--- src/fb_result_pkg.sv ---
// Package: register map, field layout, reset values and carriers
package fb_result_pkg;

   // Register index map of the read port
   localparam logic [7:0] A_INSTR_STATUS = 8'h00;
   localparam logic [7:0] A_ERROR_CODE = 8'h01;
   localparam logic [7:0] A_INPUT_FAULT = 8'h02;
   localparam logic [7:0] A_SUM = 8'h03;
   localparam logic [7:0] A_DIFF = 8'h04;
   localparam logic [7:0] A_OUT1 = 8'h05;
   localparam logic [7:0] A_FORCE_A = 8'h0D;

   // Counts of outputs and inputs per function block
   localparam int N_OUT = 8;
   localparam int N_IN = 4;

   // Field positions
   localparam int RESTART_BIT = 1;
   localparam int FAULT_LSB = 0;

   // Reset values
   localparam logic RESTART_RST = 1'b1;
   localparam logic [15:0] ERROR_CODE_RST = 16'h0000;
   localparam logic [31:0] RD_DATA_RST = 32'h0000_0000;

   // Decimal weight of the channel digit in an error code (X255)
   localparam logic [15:0] CHAN_WEIGHT = 16'h03E8;
   localparam logic [2:0] CHAN_MAX = 3'h4;

   // Origin of a register read
   typedef enum logic [1:0] {
      SRC_SERIAL = 2'b00,
      SRC_ETHERNET = 2'b01,
      SRC_FIELDBUS = 2'b10
   } rd_src_t;

   // Read request from the protocol engine
   typedef struct packed {
      logic req;
      logic [7:0] addr;
      rd_src_t src;
   } rd_req_t;

   // Error report from the measurement logic
   typedef struct packed {
      logic present;
      logic valid;
      logic [2:0] chan;
      logic [7:0] code;
   } err_rep_t;

   // Results of one function block
   typedef struct packed {
      logic [31:0] sum;
      logic [31:0] diff;
      logic [N_OUT-1:0][31:0] outv;
      logic [N_OUT-1:0] out_used;
      logic [N_IN-1:0][31:0] force_v;
      logic [N_IN-1:0] in_used;
      logic [N_IN-1:0] in_fault;
   } fb_result_t;

endpackage

--- src/first_error_latch.sv ---
// First-error capture and decimal encoding for one function block
`timescale 1ns/100ps
module first_error_latch
   import fb_result_pkg::*;
(
   // Clock and reset
   input wire logic core_clk,
   input wire logic arst_n,
   // Error report
   input err_rep_t err,
   // Latched code
   output logic [15:0] code_q
);

   logic held_q;
   logic [15:0] enc;
   logic [2:0] chan;

   ////////////////////////////////////////////////////////////////////////
   // Encoding: channel digit 1-4 prefixed to a three-digit code
   always_comb begin
      chan = (err.chan > CHAN_MAX) ? CHAN_MAX : err.chan;
      enc = 16'(16'(chan) * CHAN_WEIGHT) + 16'(err.code); // RULE_03
   end

   ////////////////////////////////////////////////////////////////////////
   // Capture wins over the clear so a fresh error is never lost
   always_ff @(posedge core_clk or negedge arst_n) begin
      if (!arst_n) begin
         code_q <= ERROR_CODE_RST;
         held_q <= 1'b0;
      end else if (err.valid && !held_q) begin
         code_q <= enc; // RULE_01
         held_q <= 1'b1;
      end else if (!err.present && !err.valid) begin
         code_q <= ERROR_CODE_RST; // RULE_02
         held_q <= 1'b0;
      end
   end

   ////////////////////////////////////////////////////////////////////////
   // Checks
   first_hold_a: assert property (@(posedge core_clk) // RULE_01
      disable iff (!arst_n)
      held_q && err.present |=> $stable(code_q))
      else $error("latched error code was overwritten");
   no_error_zero_a: assert property (@(posedge core_clk) // RULE_02
      disable iff (!arst_n)
      !err.present && !err.valid |=> code_q == 16'h0000)
      else $error("error code not zero without error");
   code_range_a: assert property (@(posedge core_clk) // RULE_03
      disable iff (!arst_n)
      err.valid && !held_q
      |=> code_q <= 16'h109F && code_q % 16'h03E8 < 16'h0100)
      else $error("error code out of encoded range");
   err_latched_c: cover property (@(posedge core_clk) disable iff (!arst_n)
      err.valid && !held_q ##1 err.valid);

endmodule

--- src/fb_result_regs.sv ---
// Read-only result and diagnostic registers of one function block
`timescale 1ns/100ps
// What this block does
// RULE_01: Keep earliest error code, ignore later ones
// RULE_02: Error code reads zero without error
// RULE_03: Code is 0-255, optionally channel digit 1-4
// RULE_04: Status bits 0-3 flag inputs A-D faulty
// RULE_05: Status bits 4-15 read zero
// RULE_06: Sum value readable per block
// RULE_07: Difference value readable per block
// RULE_08: Master trusts values only when code zero
// RULE_09: Eight output registers behave like output one
// RULE_10: Unused outputs read zero
// RULE_11: Force per input, unused input reads zero
// RULE_12: Restart flag, cleared by serial/Ethernet status read
module fb_result_regs
   import fb_result_pkg::*;
(
   // Clock and reset
   input wire logic core_clk,
   input wire logic arst_n,
   // Read port from the register protocol engine
   input rd_req_t rd,
   // Dedicated restart-flag clear command from the fieldbus side
   input wire logic fieldbus_restart_clr,
   // Block results from the measurement logic
   input fb_result_t res,
   input err_rep_t err,
   // Read answer
   output logic rd_valid_q,
   output logic [31:0] rd_data_q,
   output logic rd_unmapped_q,
   // Program restart indication
   output logic restart_q
);

   logic [15:0] err_code;
   logic [N_OUT-1:0][31:0] out_shown;
   logic [N_IN-1:0][31:0] force_shown;
   logic [31:0] rd_mux;
   logic rd_hit;
   logic [2:0] out_idx;
   logic [1:0] in_idx;
   logic status_rd_clr;

   ////////////////////////////////////////////////////////////////////////
   // First-error capture
   first_error_latch u_latch (
      .core_clk(core_clk),
      .arst_n(arst_n),
      .err(err),
      .code_q(err_code)
   );

   ////////////////////////////////////////////////////////////////////////
   // Unused channels are forced to zero here, not trusted upstream
   for (genvar i = 0; i < N_OUT; i++) begin : g_out
      assign out_shown[i] = res.out_used[i] ? res.outv[i] // RULE_10
                                            : 32'h0000_0000;
   end
   for (genvar j = 0; j < N_IN; j++) begin : g_in
      assign force_shown[j] = res.in_used[j] ? res.force_v[j] // RULE_11
                                             : 32'h0000_0000;
   end

   ////////////////////////////////////////////////////////////////////////
   // Register decode; narrow registers sit in the low bits
   always_comb begin
      rd_mux = 32'h0000_0000;
      rd_hit = 1'b1;
      out_idx = 3'(rd.addr - A_OUT1);
      in_idx = 2'(rd.addr - A_FORCE_A);
      if (rd.addr == A_INSTR_STATUS) begin
         rd_mux[RESTART_BIT] = restart_q; // RULE_12
      end else if (rd.addr == A_ERROR_CODE) begin
         rd_mux = {16'h0000, err_code}; // RULE_01
      end else if (rd.addr == A_INPUT_FAULT) begin
         rd_mux[FAULT_LSB +: N_IN] = res.in_fault; // RULE_04 RULE_05
      end else if (rd.addr == A_SUM) begin
         rd_mux = res.sum; // RULE_06
      end else if (rd.addr == A_DIFF) begin
         rd_mux = res.diff; // RULE_07
      end else if (rd.addr >= A_OUT1 && rd.addr < A_OUT1 + 8'(N_OUT)) begin
         rd_mux = out_shown[out_idx]; // RULE_09
      end else if (rd.addr >= A_FORCE_A &&
                   rd.addr < A_FORCE_A + 8'(N_IN)) begin
         rd_mux = force_shown[in_idx]; // RULE_11
      end else begin
         rd_hit = 1'b0;
      end
   end

   ////////////////////////////////////////////////////////////////////////
   // Answer one cycle after the request; reply carries the old flag
   always_ff @(posedge core_clk or negedge arst_n) begin
      if (!arst_n) begin
         rd_valid_q <= 1'b0;
         rd_data_q <= RD_DATA_RST;
         rd_unmapped_q <= 1'b0;
      end else begin
         rd_valid_q <= rd.req;
         rd_unmapped_q <= rd.req && !rd_hit;
         if (rd.req) begin
            rd_data_q <= rd_mux;
         end
      end
   end

   ////////////////////////////////////////////////////////////////////////
   // Restart flag: set at every start, fieldbus status reads leave it
   assign status_rd_clr = rd.req && rd.addr == A_INSTR_STATUS &&
                          rd.src != SRC_FIELDBUS;
   always_ff @(posedge core_clk or negedge arst_n) begin
      if (!arst_n) begin
         restart_q <= RESTART_RST; // RULE_12
      end else if (status_rd_clr || fieldbus_restart_clr) begin
         restart_q <= 1'b0; // RULE_12
      end
   end

   ////////////////////////////////////////////////////////////////////////
   // Checks
   restart_clear_a: assert property (@(posedge core_clk) // RULE_12
      disable iff (!arst_n)
      status_rd_clr |=> !restart_q ##1 (restart_q == 1'b0))
      else $error("restart flag not cleared by status read");
   fieldbus_keep_a: assert property (@(posedge core_clk) // RULE_12
      disable iff (!arst_n)
      rd.req && rd.src == SRC_FIELDBUS && !fieldbus_restart_clr
      |=> restart_q == $past(restart_q))
      else $error("fieldbus read changed restart flag");
   reply_flag_a: assert property (@(posedge core_clk) // RULE_12
      disable iff (!arst_n)
      rd.req && rd.addr == A_INSTR_STATUS
      |=> rd_valid_q && rd_data_q[RESTART_BIT] == $past(restart_q))
      else $error("status reply lost the restart flag");
   status_word_a: assert property (@(posedge core_clk) // RULE_04
      disable iff (!arst_n)
      rd.req && rd.addr == A_INPUT_FAULT
      |=> rd_data_q == {28'h000_0000, $past(res.in_fault)})
      else $error("status word does not mirror input faults");
   sum_read_a: assert property (@(posedge core_clk) // RULE_06
      disable iff (!arst_n)
      rd.req && rd.addr == A_SUM |=> rd_data_q == $past(res.sum))
      else $error("sum read mismatch");
   diff_read_a: assert property (@(posedge core_clk) // RULE_07
      disable iff (!arst_n)
      rd.req && rd.addr == A_DIFF |=> rd_data_q == $past(res.diff))
      else $error("difference read mismatch");
   unused_out_a: assert property (@(posedge core_clk) // RULE_10
      disable iff (!arst_n)
      rd.req && rd.addr >= A_OUT1 && rd.addr < A_OUT1 + 8'(N_OUT) &&
      !res.out_used[out_idx] |=> rd_data_q == 32'h0000_0000)
      else $error("unused output read nonzero");
   unused_force_a: assert property (@(posedge core_clk) // RULE_11
      disable iff (!arst_n)
      rd.req && rd.addr >= A_FORCE_A && rd.addr < A_FORCE_A + 8'(N_IN) &&
      !res.in_used[in_idx] |=> rd_data_q == 32'h0000_0000)
      else $error("unused force read nonzero");
   unmapped_a: assert property (@(posedge core_clk) disable iff (!arst_n)
      rd.req && rd.addr > A_FORCE_A + 8'(N_IN) - 8'h01
      |=> rd_valid_q && rd_unmapped_q && rd_data_q == 32'h0000_0000)
      else $error("unmapped read not flagged");

   // Answer timing: one strobe per request, data held while idle
   answer_strobe_a: assert property (@(posedge core_clk)
      disable iff (!arst_n)
      rd.req |=> rd_valid_q)
      else $error("read request not answered");
   idle_quiet_a: assert property (@(posedge core_clk) disable iff (!arst_n)
      !rd.req |=> !rd_valid_q && !rd_unmapped_q && $stable(rd_data_q))
      else $error("answer changed without a request");
   mapped_flag_a: assert property (@(posedge core_clk) disable iff (!arst_n)
      rd.req && rd_hit |=> !rd_unmapped_q)
      else $error("mapped read flagged as unmapped");

   // Register contents against their sources
   error_read_a: assert property (@(posedge core_clk) // RULE_01
      disable iff (!arst_n)
      rd.req && rd.addr == A_ERROR_CODE
      |=> rd_data_q == {16'h0000, $past(err_code)})
      else $error("error code read mismatch");
   fault_high_zero_a: assert property (@(posedge core_clk) // RULE_05
      disable iff (!arst_n)
      rd.req && rd.addr == A_INPUT_FAULT
      |=> rd_data_q[31:FAULT_LSB+N_IN] == '0)
      else $error("unassigned status bits not zero");
   status_bits_a: assert property (@(posedge core_clk) // RULE_12
      disable iff (!arst_n)
      rd.req && rd.addr == A_INSTR_STATUS
      |=> rd_data_q == (32'($past(restart_q)) << RESTART_BIT))
      else $error("instrument status holds stray bits");
   used_out_a: assert property (@(posedge core_clk) // RULE_09
      disable iff (!arst_n)
      rd.req && rd.addr >= A_OUT1 && rd.addr < A_OUT1 + 8'(N_OUT) &&
      res.out_used[out_idx] |=> rd_data_q == $past(res.outv[out_idx]))
      else $error("used output read mismatch");
   used_force_a: assert property (@(posedge core_clk) // RULE_11
      disable iff (!arst_n)
      rd.req && rd.addr >= A_FORCE_A && rd.addr < A_FORCE_A + 8'(N_IN) &&
      res.in_used[in_idx] |=> rd_data_q == $past(res.force_v[in_idx]))
      else $error("used force read mismatch");
   // Only a new program start may raise the flag again
   restart_stays_a: assert property (@(posedge core_clk) // RULE_12
      disable iff (!arst_n)
      !restart_q |=> !restart_q)
      else $error("restart flag rose without a reset");
   restart_clr_c: cover property (@(posedge core_clk) disable iff (!arst_n)
      restart_q ##1 status_rd_clr ##1 !restart_q);
   fieldbus_read_c: cover property (@(posedge core_clk) disable iff (!arst_n)
      rd.req && rd.addr == A_INSTR_STATUS && rd.src == SRC_FIELDBUS);
   unused_out_c: cover property (@(posedge core_clk) disable iff (!arst_n)
      rd.req && rd.addr == A_OUT1 && !res.out_used[0]);
   used_force_c: cover property (@(posedge core_clk) disable iff (!arst_n)
      rd.req && rd.addr == A_FORCE_A + 8'h01 && res.in_used[1]);

endmodule

--- config.mk ---
export PLATFORM = sky130hd
export DESIGN_NAME = fb_result_regs
export DESIGN_NICKNAME = d
export VERILOG_FILES = /design/src/fb_result_pkg.sv /design/src/first_error_latch.sv /design/src/fb_result_regs.sv
export SDC_FILE = /design/constraint.sdc
export NUM_CORES = 1
export LEC_CHECK = 0
export ABC_AREA = 1
export CAP_MARGIN = 20
export CORE_AREA = 2 2 202 204
export CTS_CLUSTER_SIZE = 40
export DETAILED_ROUTE_END_ITERATION = 10
export DIE_AREA = 0 0 204 206
export DONT_BUFFER_PORTS = 1
export HOLD_SLACK_MARGIN = 0.15
export SETUP_SLACK_MARGIN = 0.2
export SLEW_MARGIN = 20
export SYNTH_ARGS = -nofsm -noshare
export SYNTH_HDL_FRONTEND = slang
export SYNTH_SLANG_ARGS = --single-unit
--- constraint.sdc ---
create_clock -name core_clk -period 1.25 [get_ports core_clk]
set_input_delay 0.1875 -clock core_clk [delete_from_list [all_inputs] [get_ports core_clk]]
set_output_delay 0.1875 -clock core_clk [all_outputs]
set_load 0.005 [all_outputs]
### After elaboration in Yosys (flattened, before gate mapping)

Index checks and enable logic that the tools add are counted.

| word-level totals | value |
|---|---|
| input bits | 491 |
| word-level logic and storage cells | 74 |
| flip-flop bits (word level) | 52 |
| output and inout bits | 35 |

| cells by class | value |
|---|---|
| $lt $le $gt $ge | 7 |
| multiplexer cells | 38 |
| equality and inequality tests | 5 |
| multipliers | 1 |
| $add $sub $neg | 3 |
| reduce and logical (&&, ||, !) cells | 14 |

Operators with widths:

| operator | number |
|---|---|
| 32-bit 2-to-1 mux | 19 |
| 32-bit binary-select mux with 3-bit select | 1 |
| 32-bit binary-select mux with 2-bit select | 1 |
| 16-bit 2-to-1 mux | 2 |
| 30-bit 2-to-1 mux | 1 |
| 28-bit 2-to-1 mux | 1 |
| 8-bit by 2-bit equality test with 1-bit output (second input constant) | 2 |
| 13-bit by 8-bit adder with 14-bit output | 1 |
| 1-bit 2-to-1 mux | 11 |
| 3-bit by 7-bit multiplier with 10-bit output (second input constant) | 1 |
| 8-bit by 1-bit equality test with 1-bit output (second input constant) | 1 |
| 8-bit by 3-bit equality test with 1-bit output (second input constant) | 1 |
| 8-bit by 3-bit greater-or-equal comparator with 1-bit output (second input constant) | 1 |
| 8-bit by 4-bit greater-or-equal comparator with 1-bit output (second input constant) | 1 |
| 8-bit logical NOT | 1 |
| 8-bit by 4-bit < comparator with 1-bit output (second input constant) | 1 |
| 8-bit by 5-bit < comparator with 1-bit output (second input constant) | 1 |
| 1-bit logical AND | 7 |
| 1-bit logical NOT | 4 |
| 3-bit by 4-bit < comparator with 1-bit output (second input constant) | 1 |
| 4-bit 2-to-1 mux | 1 |
| 3-bit > comparator (second input constant) | 1 |
| 2-bit by 3-bit < comparator with 1-bit output (second input constant) | 1 |
| 3-bit 2-to-1 mux | 1 |
| 5 further kinds | 5 |

### Longest topological paths before layout

| depth | value |
|---|---|
| depth in word-level cells | 11 |
| gate-level depth with buffers | 18 |
| gate-level depth less buffers | 17 |

### Hierarchy

Synthesis repeated with hierarchy kept, for this count alone.

| unflattened totals | value |
|---|---|
| cells, all modules | 1450 |
| area, all modules | 7807.5 sq um |

Modules (own cells, without submodules):

| module | cells each | instances | area an instance (sq um) |
|---|---|---|---|
| fb_result_regs | 1310 | 1 | 6683.9 |
| first_error_latch | 140 | 1 | 1123.6 |

### Least setup slack after synthesis

No wires, ideal clock.

| timing path | value |
|---|---|
| path kind | input -> register |
| start point | input err[9] in the netlist's numbering |
| end point | register u_latch.code_q[12] |
| slack | -1.334 ns |
| cell stages on the path | 13 |
| data arrival time | 2.459 ns |
| library setup time | 0.125 ns |
| cell sequence | inv_1 > nor2_1 > inv_1 > ha_1 > xor2_1 > fa_1 > fa_1 > nor2_1 > nand4_1 > nand2_1 > nand3_1 > nand3_1 > nand3_1 |

| on the way | value |
|---|---|
| longest elaborated chain between the ends | 5 |

Ends and longest elaborated chain:

| what | RTL line | source |
|---|---|---|
| from (decl) | fb_result_regs.sv:28 | `input err_rep_t err,` |
| 3-bit > comparator | first_error_latch.sv:22 | `chan = (err.chan > CHAN_MAX) ? CHAN_MAX : err.chan;` |
| 3-bit 2-to-1 mux * | first_error_latch.sv:22 |  |
| 3-bit by 7-bit multiplier with 10-bit output * | first_error_latch.sv:23 | `enc = 16'(16'(chan) * CHAN_WEIGHT) + 16'(err.code);` |
| 13-bit by 8-bit adder with 14-bit output * | first_error_latch.sv:23 |  |
| 16-bit 2-to-1 mux * | first_error_latch.sv:32 | `end else if (err.valid && !held_q) begin` |
| to (signal assigned) | first_error_latch.sv:33 | `code_q <= enc;` |
| to (decl) | first_error_latch.sv:12 | `output logic [15:0] code_q` |

Every way passes the cells marked *; elsewhere a longest branch is shown, timed or not.
A chain may end at the register's enable or synchronous reset.

### Worst setup path in the final report

| timing path | value |
|---|---|
| start point | input err[8] in the netlist's numbering |
| end point | register u_latch.code_q[11] |

The elaborated chain is that of the path after synthesis.

==> qor.txt <==
CTS tree - built
Post-Synthesis Cells - 1,278
Core Region - 40,200 µm²
Total GRT Usage - 23.0%
Drt pass-1 iters - 6
Yosys top cell area share - 24.9%
Mapped Area - 7250 µm²
Net Count, Synth - 1,787
Peak supply drop - 382 µV
Pins Over Slew Limit - 0
Site Rows - 74
CTS buffer count - 5
Max_cap viols - 0
Final worst setup slack - -0.782 ns
Async set-or-reset flop fraction in the synthesized netlist - 100%
Routability cong. - 0.958
Worst Hold Class - input pin to asynchronous set/reset pin
Static leakage power - 5.64 nW
Skew-Pair Late Insertion Delay - 0.31 ns
Yosys warns - 0
Area grow syn2layout - 77.4%
Critical R2R Launch - u_latch.held_q$_DFFE_PN0P_
Fillers - 4,229
Top post-synthesis cells by area - nand2_1 (25%), nand3_1 (22%), dfrtp_1 (17%)
First-pass GRT wire length - 69.9 mm
Drt drc - 0
Largest net degree at the start of global routing - 82
Crit end category - flop
Number of I/O port buffers - 0
Post-Place Cells - 1,856
Layout net count - 1,975
Clk buf depth - 2
Die width - 204 µm
Antenna viol nets, final - 0
Slowest stage delay, CP - 0.49 ns
Top delay family on crit path - adder cells
RSZ-0062 raised after global routing - yes
Bufs and invs on worst path - 4
Failing checks - negative hold slack, negative setup slack
Worst Reg2Reg Path Length in Cells - 4
Routed wire length - 52.1 mm
DP Worst Slack - -1.21 ns
Top FF cell, synth - dfrtp_1
Die Span Y - 206 µm
Critical R2R Capture - u_latch.code_q[12]$_DFFE_PN0P_
Vias/cell - 5.39
Global route overflow - 0
Critical Path, Cell by Cell - clkinvlp_4, a21oi_4, nor2_4, ha_4, inv_2, fa_2, fa_1, buf_6, a21oi_4, nand3_2, inv_2, nand2_1, nand3_1, nand2_1
Worst hold margin - -0.439 ns
Critical setup path kind - input pin to flop
Power Dens Cells - 640 nW/µm²
CTS Sinks - 50
Clock transition at path regs - 0.08 ns
Routed vias - 10,800
Root Buffer - clkbuf_16
Die area - 42,000 µm²
Critical Path RT - 1.45 ns
EDFF count, synth - 0
Worst path arrival time - 2.23 ns
Wirelength per Cell - 26.0 µm
Post-synthesis register bit count - 50
Syn Area/Cell - 5.67 µm²
Endpoints failing setup - 44
Finished Layout Cells - 2,001
CTS Hold Bufs - 35
R2R setup slack - 0.15 ns
Final-report hold violation count - 50
Outcome - complete, but fails checks
I/O pin cnt - 526
Initial DRC count - 1,198
Synth cell types - 44
Fmax - 492 MHz
Period utilization - 163%
Crit Path Max Fanout - 3
Critical-path top delay cell - fa_1
Startpoint Class - input pin
Vias in the first global route - 10,400
Htree depth - 2
Leading area contributor after synthesis - nand2_1
Initial antenna violation count - 6
Worst Skew - 0.00934 ns
Crit path time final - 2.03 ns
Post-synthesis sequential area ratio - 17.3%
Detailed-placement wirelength estimate - 36.8 mm
Initial Utilization - 18.0%
Layout cells sized above 1 - 35.9%
-- cell usage after synthesis, drive strengths merged, types with 4 or more instances --
library cell and number:
a21oi 22, a22o 23, inv 58, nand2 484, nand3 325, a22oi 33
nor2 70, clkbuf 37, o21ai 22, ha 16, xor2 4, o211ai 44
buf 58, a32oi 5, dfrtp 49, or2 6, nand4 6
-- kinds of logic (layout without fill, tap and decap cells) --
kind of cell | after synthesis | count (layout) | synth area share (%)
AOI/OAI and AO/OA | 156 | 156 | 15.1
adders and majority gates | 18 | 18 | 3.31
other | 1 | 3 | 0.0517
DFF | 50 | 50 | 17.3
and+or+nand+nor | 894 | 894 | 54.4
buffers and inverters | 155 | 344 | 9.35
xor gates and xnor gates | 4 | 4 | 0.483
-- layer usage --
layer | up-vias | wire [µm] | global-route usage, % | share of wire [%]
li1 | 4728 | - | - | -
met1 | 5164 | 20100 | 27.8 | 39
met2 | 744 | 24600 | 39.3 | 47
met3 | 146 | 5160 | 6.35 | 9.9
met4 | 8 | 2200 | 7.84 | 4.2
met5 | - | 58 | 0 | 0.11
-- timing repair --
action,4_1_cts,5_1_grt
endpoints found under the setup margin,49,48
pin swaps,129,116
hold endpoints to repair,78,51
gates resized for setup,262,108
buffers inserted,47,26
gates cloned,22,5
-- worst max-delay path by stage --
| stage | from | endpoint | slack (ns) | cells past startpoint |
|---|---|---|---|---|
| 3_3_place_gp | err[9] | u_latch.code_q[11]$_DFFE_PN0P_ | -1.13 | 14 |
| 6_report | err[8] | u_latch.code_q[11]$_DFFE_PN0P_ | -0.78 | 14 |
| 4_1_cts | err[8] | u_latch.code_q[11]$_DFFE_PN0P_ | -0.77 | 14 |
| 3_5_place_dp | err[8] | u_latch.code_q[11]$_DFFE_PN0P_ | -1.21 | 14 |
| 2_1_floorplan | err[8] | u_latch.code_q[12]$_DFFE_PN0P_ | -1.25 | 14 |
| 5_1_grt | err[8] | u_latch.code_q[11]$_DFFE_PN0P_ | -0.88 | 14 |
-- metrics by stage --
step,power (mW),area [µm²],setup TNS (ns),util [%]
global placement,4.60,9200,-32.19,22.9
floorplan,3.75,7760,-18.58,-
detailed placement,4.65,9200,-33.80,22.9
CTS,7.72,12000,-19.27,29.9
finish,8.23,12900,-20.96,32.0
global route,8.66,12900,-24.03,32.0
-- flip-flops by register name (all words and copies together), names as in the netlist --
| register | cells |
|---|---|
| rd_unmapped_q | 1 |
| rd_data_q | 32 |
| u_latch.held_q | 1 |
| rd_valid_q | 1 |
| u_latch.code_q | 14 |
| restart_q | 1 |
-- layout by cell type, fill, tap and decap left out, types with 24 or more instances in the layout --
cell type / instances
nand2_1: 445
nand3_1: 177
buf_4: 119
nand3_2: 94
nand3_4: 54
dfrtp_1: 49
buf_6: 46
buf_12: 46
nor2_1: 45
o211ai_1: 44
inv_1: 36
dlygate4sd3_1: 35
a22oi_1: 32
nand2_2: 30
buf_16: 24
-- where the power goes --
part	total (mW)	switching, mW	internal, mW
sequential	1.81	0.0852	1.73
combinational	4.73	2.49	2.24
clock	1.69	0.730	0.962
total	8.23	3.30	4.93
-- worst register-to-register path, stage by stage (launching register included) --
cell and delay (ns):
dfrtp_1 0.41, buf_4 0.15, nor3_1 0.22, nand4_1 0.16, nand3_2 0.10
-- layout make-up --
class                      count  area (µm²)  share of cell area (%)
tap                          532         666                    5.18
inverter                      60         307                    2.38
timing repair buffer         276        3470                    27.0
clock buffer                   5         125                   0.973
sequential                    50        1250                    9.74
multi-input combinational   1073        6980                    54.3
antenna                        2        5.00                  0.0389
clock inverter                 3        48.8                   0.379
Note: power is estimated with default switching activity, not from simulation.
